$ cat config.mk
export PLATFORM = sky130hd
export DESIGN_NAME = agp_aux_gpio
export DESIGN_NICKNAME = d
export VERILOG_FILES = /design/src/hdl/agp_pkg.sv /design/src/hdl/agp_aux_gpio.sv
export SDC_FILE = /design/constraint.sdc
export NUM_CORES = 1
export LEC_CHECK = 0
export ABC_AREA = 0
export BUFFER_PORTS_ARGS = -buffer_cell sky130_fd_sc_hd__buf_4
export CORE_ASPECT_RATIO = 1.1
export CORE_MARGIN = 10
export CORE_UTILIZATION = 30
export CTS_BUF_LIST = sky130_fd_sc_hd__clkbuf_2
export DETAILED_ROUTE_END_ITERATION = 16
export SETUP_SLACK_MARGIN = 0.05
export SYNTH_ARGS = -nofsm -noshare
export SYNTH_HDL_FRONTEND = slang
export SYNTH_SLANG_ARGS = --single-unit
export TNS_END_PERCENT = 10
$ cat constraint.sdc
create_clock -name ref_clk_in -period 1.55 [get_ports ref_clk_in]
set_clock_uncertainty 0.1 [all_clocks]
set_input_delay 0.31 -clock ref_clk_in [delete_from_list [all_inputs] [get_ports ref_clk_in]]
set_output_delay 0.31 -clock ref_clk_in [all_outputs]
set_load 0.01 [all_outputs]
$ cat src/hdl/agp_pkg.sv
// constants and carrier types for the auxiliary pin pair control
package agp_pkg;

	// ----------------------------------------------------------------
	// register addresses on the register port
	// ----------------------------------------------------------------
	localparam logic [7:0] AGP_ADDR_PIN1 = 8'h54;
	localparam logic [7:0] AGP_ADDR_PIN2 = 8'h55;

	// ----------------------------------------------------------------
	// control register field positions
	// ----------------------------------------------------------------
	localparam int AGP_BIT_INPUT_LEVEL   = 7;
	localparam int AGP_BIT_UNUSED        = 6;
	localparam int AGP_BIT_LINK          = 5;
	localparam int AGP_BIT_OPEN_DRAIN    = 4;
	localparam int AGP_BIT_OUTPUT_VALUE  = 3;
	localparam int AGP_BIT_DIRECTION     = 2;
	localparam int AGP_BIT_PULL_SELECT   = 1;
	localparam int AGP_BIT_RESISTOR_DIS  = 0;

	// ----------------------------------------------------------------
	// reset and write masks
	// ----------------------------------------------------------------
	localparam logic [7:0] AGP_CTRL_RESET    = 8'h00;
	localparam logic [7:0] AGP_CTRL_WR_MASK  = 8'h3F;
	localparam logic [7:0] AGP_RDATA_UNMAPPED = 8'h00;
	localparam logic [7:0] AGP_PDIN_INVALID   = 8'h00;
	localparam int         AGP_SYNC_STAGES    = 2;
	localparam int         AGP_PIN_COUNT      = 2;

	// ----------------------------------------------------------------
	// carrier types
	// ----------------------------------------------------------------
	typedef struct packed {
		logic level;
		logic oe_n;
		logic pull_up;
		logic pull_down;
	} agp_pin_drive_t;

	typedef struct packed {
		logic       valid;
		logic [7:0] data;
	} agp_byte_t;

endpackage

$ cat src/hdl/agp_aux_gpio.sv
// auxiliary pin pair: direction, drive, bias, read-back and process data links
`timescale 1ns/100ps
module agp_aux_gpio
(
	input  wire logic                                        ref_clk_in,
	input  wire logic                                        arst_n_in,
	input  wire logic                                        reg_wr_in,
	input  wire logic                                        reg_rd_in,
	input  wire logic [7:0]                                  reg_addr_in,
	input  wire logic [7:0]                                  reg_wdata_in,
	output logic      [7:0]                                  reg_rdata_out,
	input  wire logic [agp_pkg::AGP_PIN_COUNT-1:0]           aux_pin_in,
	output agp_pkg::agp_pin_drive_t [agp_pkg::AGP_PIN_COUNT-1:0] aux_pin_drive_out,
	input  wire agp_pkg::agp_byte_t                          pdin_in,
	input  wire logic                                        process_data_invalid_flag_in,
	output agp_pkg::agp_byte_t                               pdin_out,
	input  wire agp_pkg::agp_byte_t                          pdout_in
);

	logic [7:0]                        ctrl [agp_pkg::AGP_PIN_COUNT];
	logic [agp_pkg::AGP_PIN_COUNT-1:0] level;
	logic [agp_pkg::AGP_PIN_COUNT-1:0] eff_out;
	logic [agp_pkg::AGP_PIN_COUNT-1:0] eff_val;
	logic [7:0]                        view [agp_pkg::AGP_PIN_COUNT];
	logic                              mirror_bit;
	logic                              pin1_link;
	logic                              pin2_link;

	assign pin1_link = ctrl[0][agp_pkg::AGP_BIT_LINK] & ~eff_out[0];
	assign pin2_link = ctrl[1][agp_pkg::AGP_BIT_LINK];

	// ----------------------------------------------------------------
	// per pin: synchroniser, control register, drive stage
	// ----------------------------------------------------------------
	for (genvar i = 0; i < agp_pkg::AGP_PIN_COUNT; i++)
	begin : g_pin
		logic [agp_pkg::AGP_SYNC_STAGES-1:0] sync;
		localparam logic [7:0] ADDR = (i == 0) ? agp_pkg::AGP_ADDR_PIN1 : agp_pkg::AGP_ADDR_PIN2;
		localparam bit         IS_PIN2 = (i == 1);

		// pin level is asynchronous; only stage 2, sync[1], is ever read
		always_ff @(posedge ref_clk_in or negedge arst_n_in)
		begin
			if (!arst_n_in)
				sync <= '0;
			else
				sync <= {sync[0], aux_pin_in[i]};
		end
		assign level[i] = sync[1];

		always_ff @(posedge ref_clk_in or negedge arst_n_in)
		begin
			if (!arst_n_in)
				ctrl[i] <= agp_pkg::AGP_CTRL_RESET;
			else if (reg_wr_in && reg_addr_in == ADDR)
				ctrl[i] <= reg_wdata_in & agp_pkg::AGP_CTRL_WR_MASK;
		end

		// pin 2 mirror flag forces output and overrides the value bit
		assign eff_out[i] = ctrl[i][agp_pkg::AGP_BIT_DIRECTION]
			| (IS_PIN2 & ctrl[i][agp_pkg::AGP_BIT_LINK]);
		assign eff_val[i] = (IS_PIN2 && ctrl[i][agp_pkg::AGP_BIT_LINK]) ?
			mirror_bit : ctrl[i][agp_pkg::AGP_BIT_OUTPUT_VALUE];

		assign view[i] = {level[i], 1'b0,
			ctrl[i][agp_pkg::AGP_BIT_LINK:agp_pkg::AGP_BIT_OPEN_DRAIN],
			eff_out[i] ? ctrl[i][agp_pkg::AGP_BIT_OUTPUT_VALUE] : level[i],
			ctrl[i][agp_pkg::AGP_BIT_DIRECTION:agp_pkg::AGP_BIT_RESISTOR_DIS]};

		always_ff @(posedge ref_clk_in or negedge arst_n_in)
		begin
			if (!arst_n_in)
			begin
				aux_pin_drive_out[i] <= '{level: 1'b0, oe_n: 1'b1, pull_up: 1'b0,
					pull_down: 1'b0};
			end
			else
			begin
				aux_pin_drive_out[i].level <= eff_val[i];
				// open drain only ever pulls low, high means released
				aux_pin_drive_out[i].oe_n <= ~(eff_out[i] &
					(~ctrl[i][agp_pkg::AGP_BIT_OPEN_DRAIN] | ~eff_val[i]));
				aux_pin_drive_out[i].pull_up <= ~eff_out[i]
					& ~ctrl[i][agp_pkg::AGP_BIT_RESISTOR_DIS]
					& ctrl[i][agp_pkg::AGP_BIT_PULL_SELECT];
				aux_pin_drive_out[i].pull_down <= ~eff_out[i]
					& ~ctrl[i][agp_pkg::AGP_BIT_RESISTOR_DIS]
					& ~ctrl[i][agp_pkg::AGP_BIT_PULL_SELECT];
			end
		end
	end

	// ----------------------------------------------------------------
	// register read-back, one cycle after the strobe
	// ----------------------------------------------------------------
	always_ff @(posedge ref_clk_in or negedge arst_n_in)
	begin
		if (!arst_n_in)
			reg_rdata_out <= agp_pkg::AGP_RDATA_UNMAPPED;
		else if (reg_rd_in)
		begin
			if (reg_addr_in == agp_pkg::AGP_ADDR_PIN1)
				reg_rdata_out <= view[0];
			else if (reg_addr_in == agp_pkg::AGP_ADDR_PIN2)
				reg_rdata_out <= view[1];
			else
				reg_rdata_out <= agp_pkg::AGP_RDATA_UNMAPPED;
		end
	end

	// ----------------------------------------------------------------
	// process data links
	// ----------------------------------------------------------------
	// held between bytes so the pin does not glitch mid-frame
	always_ff @(posedge ref_clk_in or negedge arst_n_in)
	begin
		if (!arst_n_in)
			mirror_bit <= 1'b0;
		else if (pdout_in.valid)
			mirror_bit <= pdout_in.data[0];
	end

	always_ff @(posedge ref_clk_in or negedge arst_n_in)
	begin
		if (!arst_n_in)
			pdin_out <= '{valid: 1'b0, data: agp_pkg::AGP_PDIN_INVALID};
		else
		begin
			pdin_out.valid <= pdin_in.valid;
			if (pdin_in.valid)
			begin
				pdin_out.data <= process_data_invalid_flag_in ?
					agp_pkg::AGP_PDIN_INVALID : pdin_in.data;
				if (pin1_link)
					pdin_out.data[0] <= ~level[0];
			end
		end
	end
endmodule

**After elaboration in Yosys (flattened, before gate mapping)**

Index checks and enable logic that the tools add are counted.

- Input bits: 41
- Output and inout port bits: 25
- Register bits: 42

- Equality and inequality tests: 2
- Mux-type cells: 7
- Reductions and logical operators: 2
- Bitwise gates (word level): 25

Operators by type and width:

| cell | number |
|---|---|
| 2-to-1 mux 8 bit | 3 |
| equality test 8 x 7 -> 1 bit, second input constant | 2 |
| NOT 1 bit | 13 |
| bitwise AND 1 bit | 9 |
| 2-to-1 mux 1 bit | 4 |
| bitwise OR 1 bit | 3 |
| logical AND 1 bit | 2 |

**Longest topological paths before layout**

Gate-level depths: netlist (run 1).

- Depth in word-level cells: 5
- Gate-level depth with buffers: 4
- Mapped depth without buffers: 3

**Least setup slack after synthesis (run 1)**

OpenSTA, ideal clock, no wires.

- Path kind: input port to flip-flop
- Start point: input port reg_addr_in[7]
- End point: register ctrl[0] (netlist name)
- Setup slack: 0.080 ns
- Setup time: 0.125 ns
- Required time: 1.325 ns
- Stages on the path: 4
- Arrival: 1.245 ns
- Cell sequence: and4bb_2 > and4_4 > buf_6 > mux2_4

- Word-level cells in the longest chain between the ends: 2

RTL lines:

| element | RTL line | RTL |
|---|---|---|
| from (decl) | agp_aux_gpio.sv:9 | `input wire logic [7:0] reg_addr_in,` |
| equality test 8 x 7 -> 1 bit | agp_aux_gpio.sv:55 | `else if (reg_wr_in && reg_addr_in == ADDR)` |
| logical AND 1 bit | agp_aux_gpio.sv:55 |  |
| to (signal, indexed assignment) | agp_aux_gpio.sv:54 | `ctrl[i] <= agp_pkg::AGP_CTRL_RESET;` |
| to (signal, indexed assignment) | agp_aux_gpio.sv:56 | `ctrl[i] <= reg_wdata_in & agp_pkg::AGP_CTRL_WR_MASK;` |
| to (decl) | agp_aux_gpio.sv:20 | `logic [7:0] ctrl [agp_pkg::AGP_PIN_COUNT];` |

No other way between the ends.
A chain may end at the register's enable or synchronous reset.

**Final worst setup path (run 1)**

- Start point: register aux_pin_drive_out[6] (netlist name)
- End point: output port aux_pin_drive_out[6] (netlist name)

RTL lines:

| element | RTL line | RTL |
|---|---|---|
| from (decl) | agp_aux_gpio.sv:13 | `output agp_pkg::agp_pin_drive_t [agp_pkg::AGP_PIN_COUNT-1:0] aux_pin_drive_out,` |
| from (signal, indexed assignment) | agp_aux_gpio.sv:74 | `aux_pin_drive_out[i] <= '{level: 1'b0, oe_n: 1'b1, pull_up: 1'b0,` |

No word-level cell between the ends.

==> flow_metrics.tcl, run 1 <==
set metrics [dict create \
    p_per_area_nw_per_um2 827 \
    slowest_delay_ns 0.57 \
    hold_path_class "input pin to flop" \
    n_antenna_cell 0 \
    ys_ff_latch 41 \
    cp_top_family "flip-flops" \
    die-area_um2 9040 \
    htree_levels 2 \
    rows 28 \
    yosysTopAreaCellShare 0.577 \
    fin_crit_sh 0.936 \
    wire_per_inst_um 15.1 \
    slew_headroom 0.651 \
    dr.pass1.iters 4 \
    crit_path_cell_trace "buf_6" \
    status "complete, no violations" \
    place_congestion 0.669 \
    synth_top_area_cell "dfrtp_1" \
    yosys_warnings 0 \
    worstPathArrival_ns 1.04 \
    placed_cell_area_um2 2180 \
    rsz0062_at_grt "true" \
    ios 66 \
    grt.total_usage 0.0888 \
    syn_area_per_cell_um2 13.5 \
    layout_setup_ws_ns 0.0991 \
    portBuffers 55 \
    total_power_w 0.00187 \
    fp.dieH_um 98.7 \
    worstSetupPathType "flop to output port" \
    fmax_mhz 689 \
    worstSetupStartpointType "flop" \
    setup_viol 0 \
    vdd.ir_drop.worst_uv 317 \
    synth.area.top_cells "dfrtp_1 (58%), mux2_2 (10%), mux2_4 (5.3%), dfstp_2 (3.1%), nand3b_1 (3.1%)" \
    syn_to_final_growth_pct 33.6 \
    synthArstFlopShare 1.00 \
    yosys-top-cells-count "dfrtp_1 (39), mux2_2 (15), nand2_1 (11)" \
    max_cap_violations 0 \
    end_kind "output port" \
    worstMarginPinSlew_ns 0.524 \
    synth_area_um2 1690 \
    drv_slew 0 \
    coreArea_um2 5430 \
    grt_antenna_before_repair 0 \
    cts_buffers 5 \
    worst-path-max-fanout 1 \
    cellLeakagePower_nw 1.10 \
    start_util 0.311 \
    drive_gt1_frac 0.476 \
    grt_pass1_wl_um 6460 \
    cp.required_ns 1.14 \
    crit_buf_inv 1 \
    final_cell_area_um2 2260 \
    die_x_um 91.6 \
    viasPerCell 4.39 \
    cpMaxStageDelayCell "dfstp_2" \
    cts_tree "done" \
    routed_wirelength_um 4000 \
    clk_latency_ns 0.38 \
    vias 1160 \
    cts_root_buf "clkbuf_2" \
    cts_num_sinks 41 \
    clockBufferDepth 2 \
    synth_edf_count 0 \
    dp_slack_ns -0.0506 \
    multi_input_area_um2 601 \
    dp.final_hpwl_um 3000 \
    finalCriticalPeriod_ns 1.45 \
    grt_pass1_vias 1274 \
    grt_max_degree 42 \
    nFillCells 539 \
    final-hold-violation-count 0 \
    final.setup.tns_ns 0 \
    ys.flop_type "dfrtp_1" \
    clk_pin_slew_ns 0.20 \
    synth_cell_types 29 \
    grt_overflow 0 \
    antenna_left 0 \
    syn-num-nets 166 \
    drc_errors 0 \
    final_nets 229 \
    seq_area_um2 1030 \
    drtIter0Drc 41 \
    synth.most_common_cell "dfrtp_1" \
    ys_seq_area_frac 0.608 \
    syn-instance-count 125 \
]
[layout make-up]
| class | count | area share |
|---|---|---|
| Clock buffer | 5 | 0.0111 |
| Clock inverter | 3 | 0.00554 |
| Sequential cell | 41 | 0.455 |
| Tap cell | 75 | 0.0416 |
| Timing Repair Buffer | 60 | 0.206 |
| Multi-Input combinational cell | 71 | 0.266 |
| Inverter | 9 | 0.0150 |
[placed cells by master (no fill, tap or decap), drive strengths merged]
cell type    synthesis  routed
nor3b                2       2
o311a                1       1
nor3                 1       1
o41ai                1       1
nand4b               1       1
nor4b                1       1
buf                  3      56
clkinv               0       3
nor4                 1       1
a21oi                1       1
nand2               11      11
nor2b                1       1
dlygate4sd3          0       4
inv                  9       9
and4                 1       1
and4bb               1       1
conb                 1       1
dfstp                2       2
o2bb2ai              6       6
nand3b               7       7
dfrtp               39      39
nor2                 1       1
nand2b               2       2
mux2                21      21
o21ai                9       9
a211oi               1       1
clkbuf               1       5
[state kept, by name, indices dropped and copies added, names as in the netlist]
register and flops:
pdin_out 9, reg_rdata_out 7, ctrl 12, g_pin.sync 4
mirror_bit 1, aux_pin_drive_out 8
[kinds of logic after synthesis]
family          count (synthesis)  synth area share
compound gates                 19            0.0807
buf+inv                        13            0.0363
flops                          41             0.608
mux                            21             0.153
other cells                     1           0.00222
simple gates                   30             0.119
[layer usage]
layer  share of wire  global-route usage
met5               0                   0
met4           0.020              0.0398
met3           0.053              0.0319
met2            0.51               0.147
met1            0.41               0.100
[per-stage QoR]
step                utilization  std cells  hold slack, ns
finish                    0.416        264          0.0477
global route              0.416        264        0.000534
CTS                       0.415        264          0.0227
detailed placement        0.401        252           0.228
global placement          0.401        252           0.219
floorplan                     -        125         -0.0856
[path summary, 6_finish.rpt]
check,from,to,slack [ns],cells after the start
max in group asynchronous,arst_n_in,aux_pin_drive_out[2],0.65,2
worst max-delay path,aux_pin_drive_out[6],aux_pin_drive_out[6],0.1,1
worst max register to register,ctrl[10],pdin_out[0],0.20,3
worst min-delay path,reg_wdata_in[1],ctrl[1],0.05,2
min in group asynchronous,arst_n_in,reg_rdata_out[7],0.33,2
worst min register to register,g_pin[1].sync[0],g_pin[1].sync[1],0.28,0
[where the power goes]
part           switching, W  internal [W]  total, W
Clock              0.000332     0.0000990  0.000431
Combinational      0.000115      0.000155  0.000269
Sequential        0.0000367       0.00113   0.00117
Total              0.000483       0.00138   0.00187
[repair_timing]
action | CTS | global route
hold buffers | 4 | 0
buffers inserted | 0 | 0
setup endpoints to repair | 0 | 2
endpoints found under the hold margin | 42 | 0
gates resized for setup | 0 | 1
Note: power is estimated with default switching activity, not from simulation.
==> run 2: changes to the inputs <==
--- a/config.mk
+++ b/config.mk
@@ -12,6 +12,7 @@
 export CORE_UTILIZATION = 30
 export CTS_BUF_LIST = sky130_fd_sc_hd__clkbuf_2
 export DETAILED_ROUTE_END_ITERATION = 16
+export PLACE_DENSITY_LB_ADDON = 0.12
 export SETUP_SLACK_MARGIN = 0.05
 export SYNTH_ARGS = -nofsm -noshare
 export SYNTH_HDL_FRONTEND = slang
==> flow_metrics.tcl, run 2 (synthesized netlist as in run 1, its figures left out) <==
set metrics [dict create \
    cellLeakagePower_nw 1.11 \
    drv_slew 0 \
    reg2reg_to "reg_rdata_out[3]" \
    hold_path_class "input pin to flop" \
    grt.total_usage 0.0915 \
    holdPathStages 3 \
    final-hold-violation-count 0 \
    worstMarginPinSlew_ns 0.516 \
    worstPathArrival_ns 1.04 \
    worst-path-max-fanout 1 \
    min_from "pdin_in[7]" \
    ff2ff_path_depth 2 \
    drive_gt1_frac 0.484 \
    clockBufferDepth 2 \
    rrSetupSlack_ns 0.24 \
    critical_path_depth 1 \
    rows 28 \
    dp.final_hpwl_um 3090 \
    max_cap_violations 0 \
    routed_wirelength_um 4020 \
    syn_to_final_growth_pct 34.1 \
    clk_pin_slew_ns 0.20 \
    fmax_mhz 691 \
    clkPwrFrac 0.233 \
    cts_num_sinks 41 \
    viasPerCell 4.43 \
    htree_levels 2 \
    post_cts_buffers 0 \
    cts_buffers 5 \
    dr.pass1.iters 4 \
    vias 1174 \
    n_antenna_cell 0 \
    min_to "pdin_out[7]" \
    slowest_delay_ns 0.55 \
    intPower_w 0.00141 \
    worstSetupPathType "flop to output port" \
    top_register "ctrl" \
    wire_per_inst_um 15.2 \
    cpMaxStageDelayCell "dfstp_2" \
    start_util 0.311 \
    cts_tree "done" \
    largest_reg_flops 12 \
    reg_top3 "ctrl: 12 flops, pdin_out: 9 flops, aux_pin_drive_out: 8 flops" \
    grt_antenna_before_repair 0 \
    status "complete, no violations" \
    portBuffers 55 \
    crit_buf_inv 1 \
    crit_path_cell_trace "buf_4" \
    end_kind "output port" \
    p_comb_frac 0.145 \
    clk_latency_ns 0.39 \
    antenna_left 0 \
    layout_commonest_cell "buf_4" \
    place_congestion 0.719 \
    final_cell_area_um2 2270 \
    setup_viol 0 \
    slew_headroom 0.656 \
    grt_overflow 0 \
    grt_pass1_wl_um 6630 \
    die_x_um 91.6 \
    switchingPower_w 0.000464 \
    utilization 0.418 \
    swShare 0.248 \
    fp.dieH_um 98.7 \
    drc_errors 0 \
    coreArea_um2 5430 \
    cp.required_ns 1.14 \
    p_per_area_nw_per_um2 825 \
    final_nets 230 \
    grt_max_degree 42 \
    nFillCells 541 \
    rsz0062_at_grt "true" \
    grt_pass1_vias 1267 \
    dpl.cell_count 253 \
    power_frac_seq 0.623 \
    cts_root_buf "clkbuf_2" \
    fin_crit_sh 0.934 \
    r2r_start "ctrl[5]" \
    drtIter0Drc 25 \
    cp_top_family "flip-flops" \
    final_cell_count_no_fill 265 \
    die-area_um2 9040 \
    worstSetupStartpointType "flop" \
    placed_cell_area_um2 2180 \
    layout_common_cells "buf_4 (56), dfrtp_1 (39), mux2_2 (15)" \
    finalCriticalPeriod_ns 1.45 \
    ios 66 \
    vdd.ir_drop.worst_uv 419 \
]
run 2: cell count changes in the layout (fill, tap and decap cells not counted):
cell      before  now
clkbuf_2       5    7
buf_4         55   56
clkinv_2       1    0
clkinv_1       2    1
run 2: cell type report:
class                      instances  area, um^2  share of cell area
tap                               75        93.8              0.0414
clock inverter                     1        3.75             0.00166
inverter                           9        33.8              0.0149
timing repair buffer              61         472               0.208
clock buffer                       7        35.0              0.0155
sequential                        41        1030               0.454
multi-input combinational         71         601               0.265
run 2: how the worst max path moves through the flow:
stage | startpoint | end
global route | aux_pin_drive_out[6] | aux_pin_drive_out[6]
global placement | reg_addr_in[7] | ctrl[3]
detailed placement | reg_addr_in[7] | ctrl[1]
finish | aux_pin_drive_out[6] | aux_pin_drive_out[6]
CTS | aux_pin_drive_out[6] | aux_pin_drive_out[6]
floorplan | reg_addr_in[7] | ctrl[0]
run 2: repair_timing:
item / 4_1_cts / 5_1_grt
setup endpoints to repair: 0 / 2
gates resized for setup: 0 / 1
endpoints found under the hold margin: 42 / 0
hold buffers: 4 / 0
run 2: per-stage QoR:
stage	hold slack (ns)	total power, W	TNS [ns]	setup WS, ns
floorplan	-0.0856	0.00128	0	0.0803
detailed placement	0.224	0.00145	-0.456	-0.0513
global route	0.0147	0.00197	0	0.0478
global placement	0.219	0.00145	-0.206	-0.0331
finish	0.0355	0.00187	0	0.103
CTS	0.0121	0.00191	0	0.0663
run 2: power groups by stage:
stage	Combinational [W]	Clock [W]	Sequential [W]
global route	0.000301	0.000494	0.00118
detailed placement	0.000269	0	0.00119
CTS	0.000278	0.000462	0.00117
finish	0.000270	0.000435	0.00116
floorplan	0.0000862	0	0.00120
global placement	0.000262	0	0.00118
run 2: metal layers:
metal / vias up / GRT usage / routed length (um)
met3: 7 / 0.0357 / 303
met4: 0 / 0.0398 / 74
met1: 573 / 0.102 / 1580
met2: 33 / 0.152 / 2070
met5: - / 0 / 0
li1: 561 / - / -
run 2: worst register-to-register path: cells and delay by family, from the launching register on:
kind / cells / cell delay, ns
flops: 1 / 0.50
compound gates: 2 / 0.62
==> run 3: changes to the inputs <==
--- a/config.mk
+++ b/config.mk
@@ -12,6 +12,7 @@
 export CORE_UTILIZATION = 30
 export CTS_BUF_LIST = sky130_fd_sc_hd__clkbuf_2
 export DETAILED_ROUTE_END_ITERATION = 16
+export MAX_ROUTING_LAYER = met4
 export PLACE_DENSITY_LB_ADDON = 0.12
 export SETUP_SLACK_MARGIN = 0.05
 export SYNTH_ARGS = -nofsm -noshare
==> flow_metrics.tcl, run 3 (synthesized netlist as in run 1, its figures left out) <==
set metrics [dict create \
    status "complete, no violations" \
    rsz0062_at_grt "true" \
    cts_tree "done" \
    final-hold-violation-count 0 \
    grt_max_degree 42 \
    drv_slew 0 \
    wire_per_inst_um 15.2 \
    fmax_mhz 691 \
    utilization 0.418 \
    cp.required_ns 1.14 \
    layout_common_cells "buf_4 (56), dfrtp_1 (39), mux2_2 (15)" \
    vias 1174 \
    crit_buf_inv 1 \
    dp.final_hpwl_um 3090 \
    post_cts_buffers 0 \
    start_util 0.311 \
    grt_pass1_vias 1273 \
    antenna_left 0 \
    coreArea_um2 5430 \
    die-area_um2 9040 \
    syn_to_final_growth_pct 34.1 \
    finalCriticalPeriod_ns 1.45 \
    grt.total_usage 0.0944 \
    multi_input_area_um2 601 \
    p_comb_frac 0.144 \
    htree_levels 2 \
    grt_antenna_before_repair 0 \
    place_congestion 0.728 \
    final_nets 230 \
    grt_overflow 0 \
    clk_latency_ns 0.40 \
    r2r_start "ctrl[5]" \
    reg_top3 "ctrl: 12 flops, pdin_out: 9 flops, aux_pin_drive_out: 8 flops" \
    nFillCells 541 \
    power_frac_seq 0.622 \
    min_from "pdin_in[7]" \
    crit_path_cell_trace "buf_4" \
    viasPerCell 4.43 \
    worst-path-max-fanout 1 \
    die_x_um 91.6 \
    top_register "ctrl" \
    cpMaxStageDelayCell "dfstp_2" \
    drive_gt1_frac 0.484 \
    p_per_area_nw_per_um2 826 \
    slowest_delay_ns 0.55 \
    cts_num_sinks 41 \
    n_antenna_cell 0 \
    portBuffers 55 \
    hold_path_class "input pin to flop" \
    grt_pass1_wl_um 6640 \
    slew_headroom 0.656 \
    worstPathArrival_ns 1.04 \
    layout_commonest_cell "buf_4" \
    max_cap_violations 0 \
    dr.pass1.iters 4 \
    end_kind "output port" \
    worstSetupStartpointType "flop" \
    drtIter0Drc 30 \
    drc_errors 0 \
    dpl.cell_count 253 \
    total_power_w 0.00187 \
    routed_wirelength_um 4030 \
    swShare 0.250 \
    ios 66 \
    clockBufferDepth 2 \
    rows 28 \
    clkPwrFrac 0.234 \
    critPathLaunch "aux_pin_drive_out[6]" \
    fp.dieH_um 98.7 \
    largest_reg_flops 12 \
    switchingPower_w 0.000468 \
    cts_root_buf "clkbuf_2" \
    fin_crit_sh 0.933 \
    intPower_w 0.00141 \
    setup_viol 0 \
    cellLeakagePower_nw 1.11 \
    worstMarginPinSlew_ns 0.516 \
    clk_pin_slew_ns 0.21 \
    worstSetupPathType "flop to output port" \
    hold_ws_ns 0.0290 \
    cts_buffers 5 \
    final_cell_count_no_fill 265 \
    vdd.ir_drop.worst_uv 419 \
    seq_area_um2 1030 \
    cp_top_family "flip-flops" \
]
-- run 3: cell counts in the layout (fill, tap and decap cells not counted) --
Identical to the previous run, type by type.
-- run 3: what timing repair did --
action,in CTS,in global routing
hold endpoints to repair,42,0
hold buffers,4,0
setup endpoints to repair,0,2
gates resized for setup,0,1
-- run 3: final cells by class --
cell class | instances | area share
Sequential cell | 41 | 0.454
Multi-Input combinational cell | 71 | 0.265
Timing Repair Buffer | 61 | 0.208
Tap cell | 75 | 0.0414
Clock buffer | 7 | 0.0155
Inverter | 9 | 0.0149
Clock inverter | 1 | 0.00166
-- run 3: stage by stage --
step	cell area [um^2]	setup TNS (ns)	setup slack (ns)
after floorplan	1690	0	0.0803
after global routing	2270	0	0.0477
after detailed placement	2180	-0.456	-0.0513
after CTS	2260	0	0.0663
final	2270	0	0.103
after global placement	2180	-0.206	-0.0331
-- run 3: path summary, 6_finish.rpt --
kind / to / slack (ns) / cells past startpoint
max: aux_pin_drive_out[6] / 0.10 / 1
min: pdin_out[7] / 0.03 / 3
max reg2reg: reg_rdata_out[3] / 0.24 / 2
min reg2reg: g_pin[0].sync[1] / 0.23 / 0
max in group asynchronous: reg_rdata_out[5] / 0.66 / 2
min in group asynchronous: pdin_out[8] / 0.30 / 2
-- run 3: metal layers --
metal | GRT usage | share of wire | up-vias
met2 | 0.152 | 0.51 | 33
met1 | 0.107 | 0.41 | 574
met5 | - | 0 | -
li1 | - | - | 560
met3 | 0.0281 | 0.054 | 7
met4 | 0.0398 | 0.018 | 0
-- run 3: power by group through the flow --
stage / sequential [W] / combinational, W / clock, W
3_3_place_gp: 0.00118 / 0.000262 / 0
6_report: 0.00116 / 0.000270 / 0.000439
3_5_place_dp: 0.00119 / 0.000269 / 0
5_1_grt: 0.00118 / 0.000301 / 0.000496
2_1_floorplan: 0.00120 / 0.0000862 / 0
4_1_cts: 0.00117 / 0.000278 / 0.000462
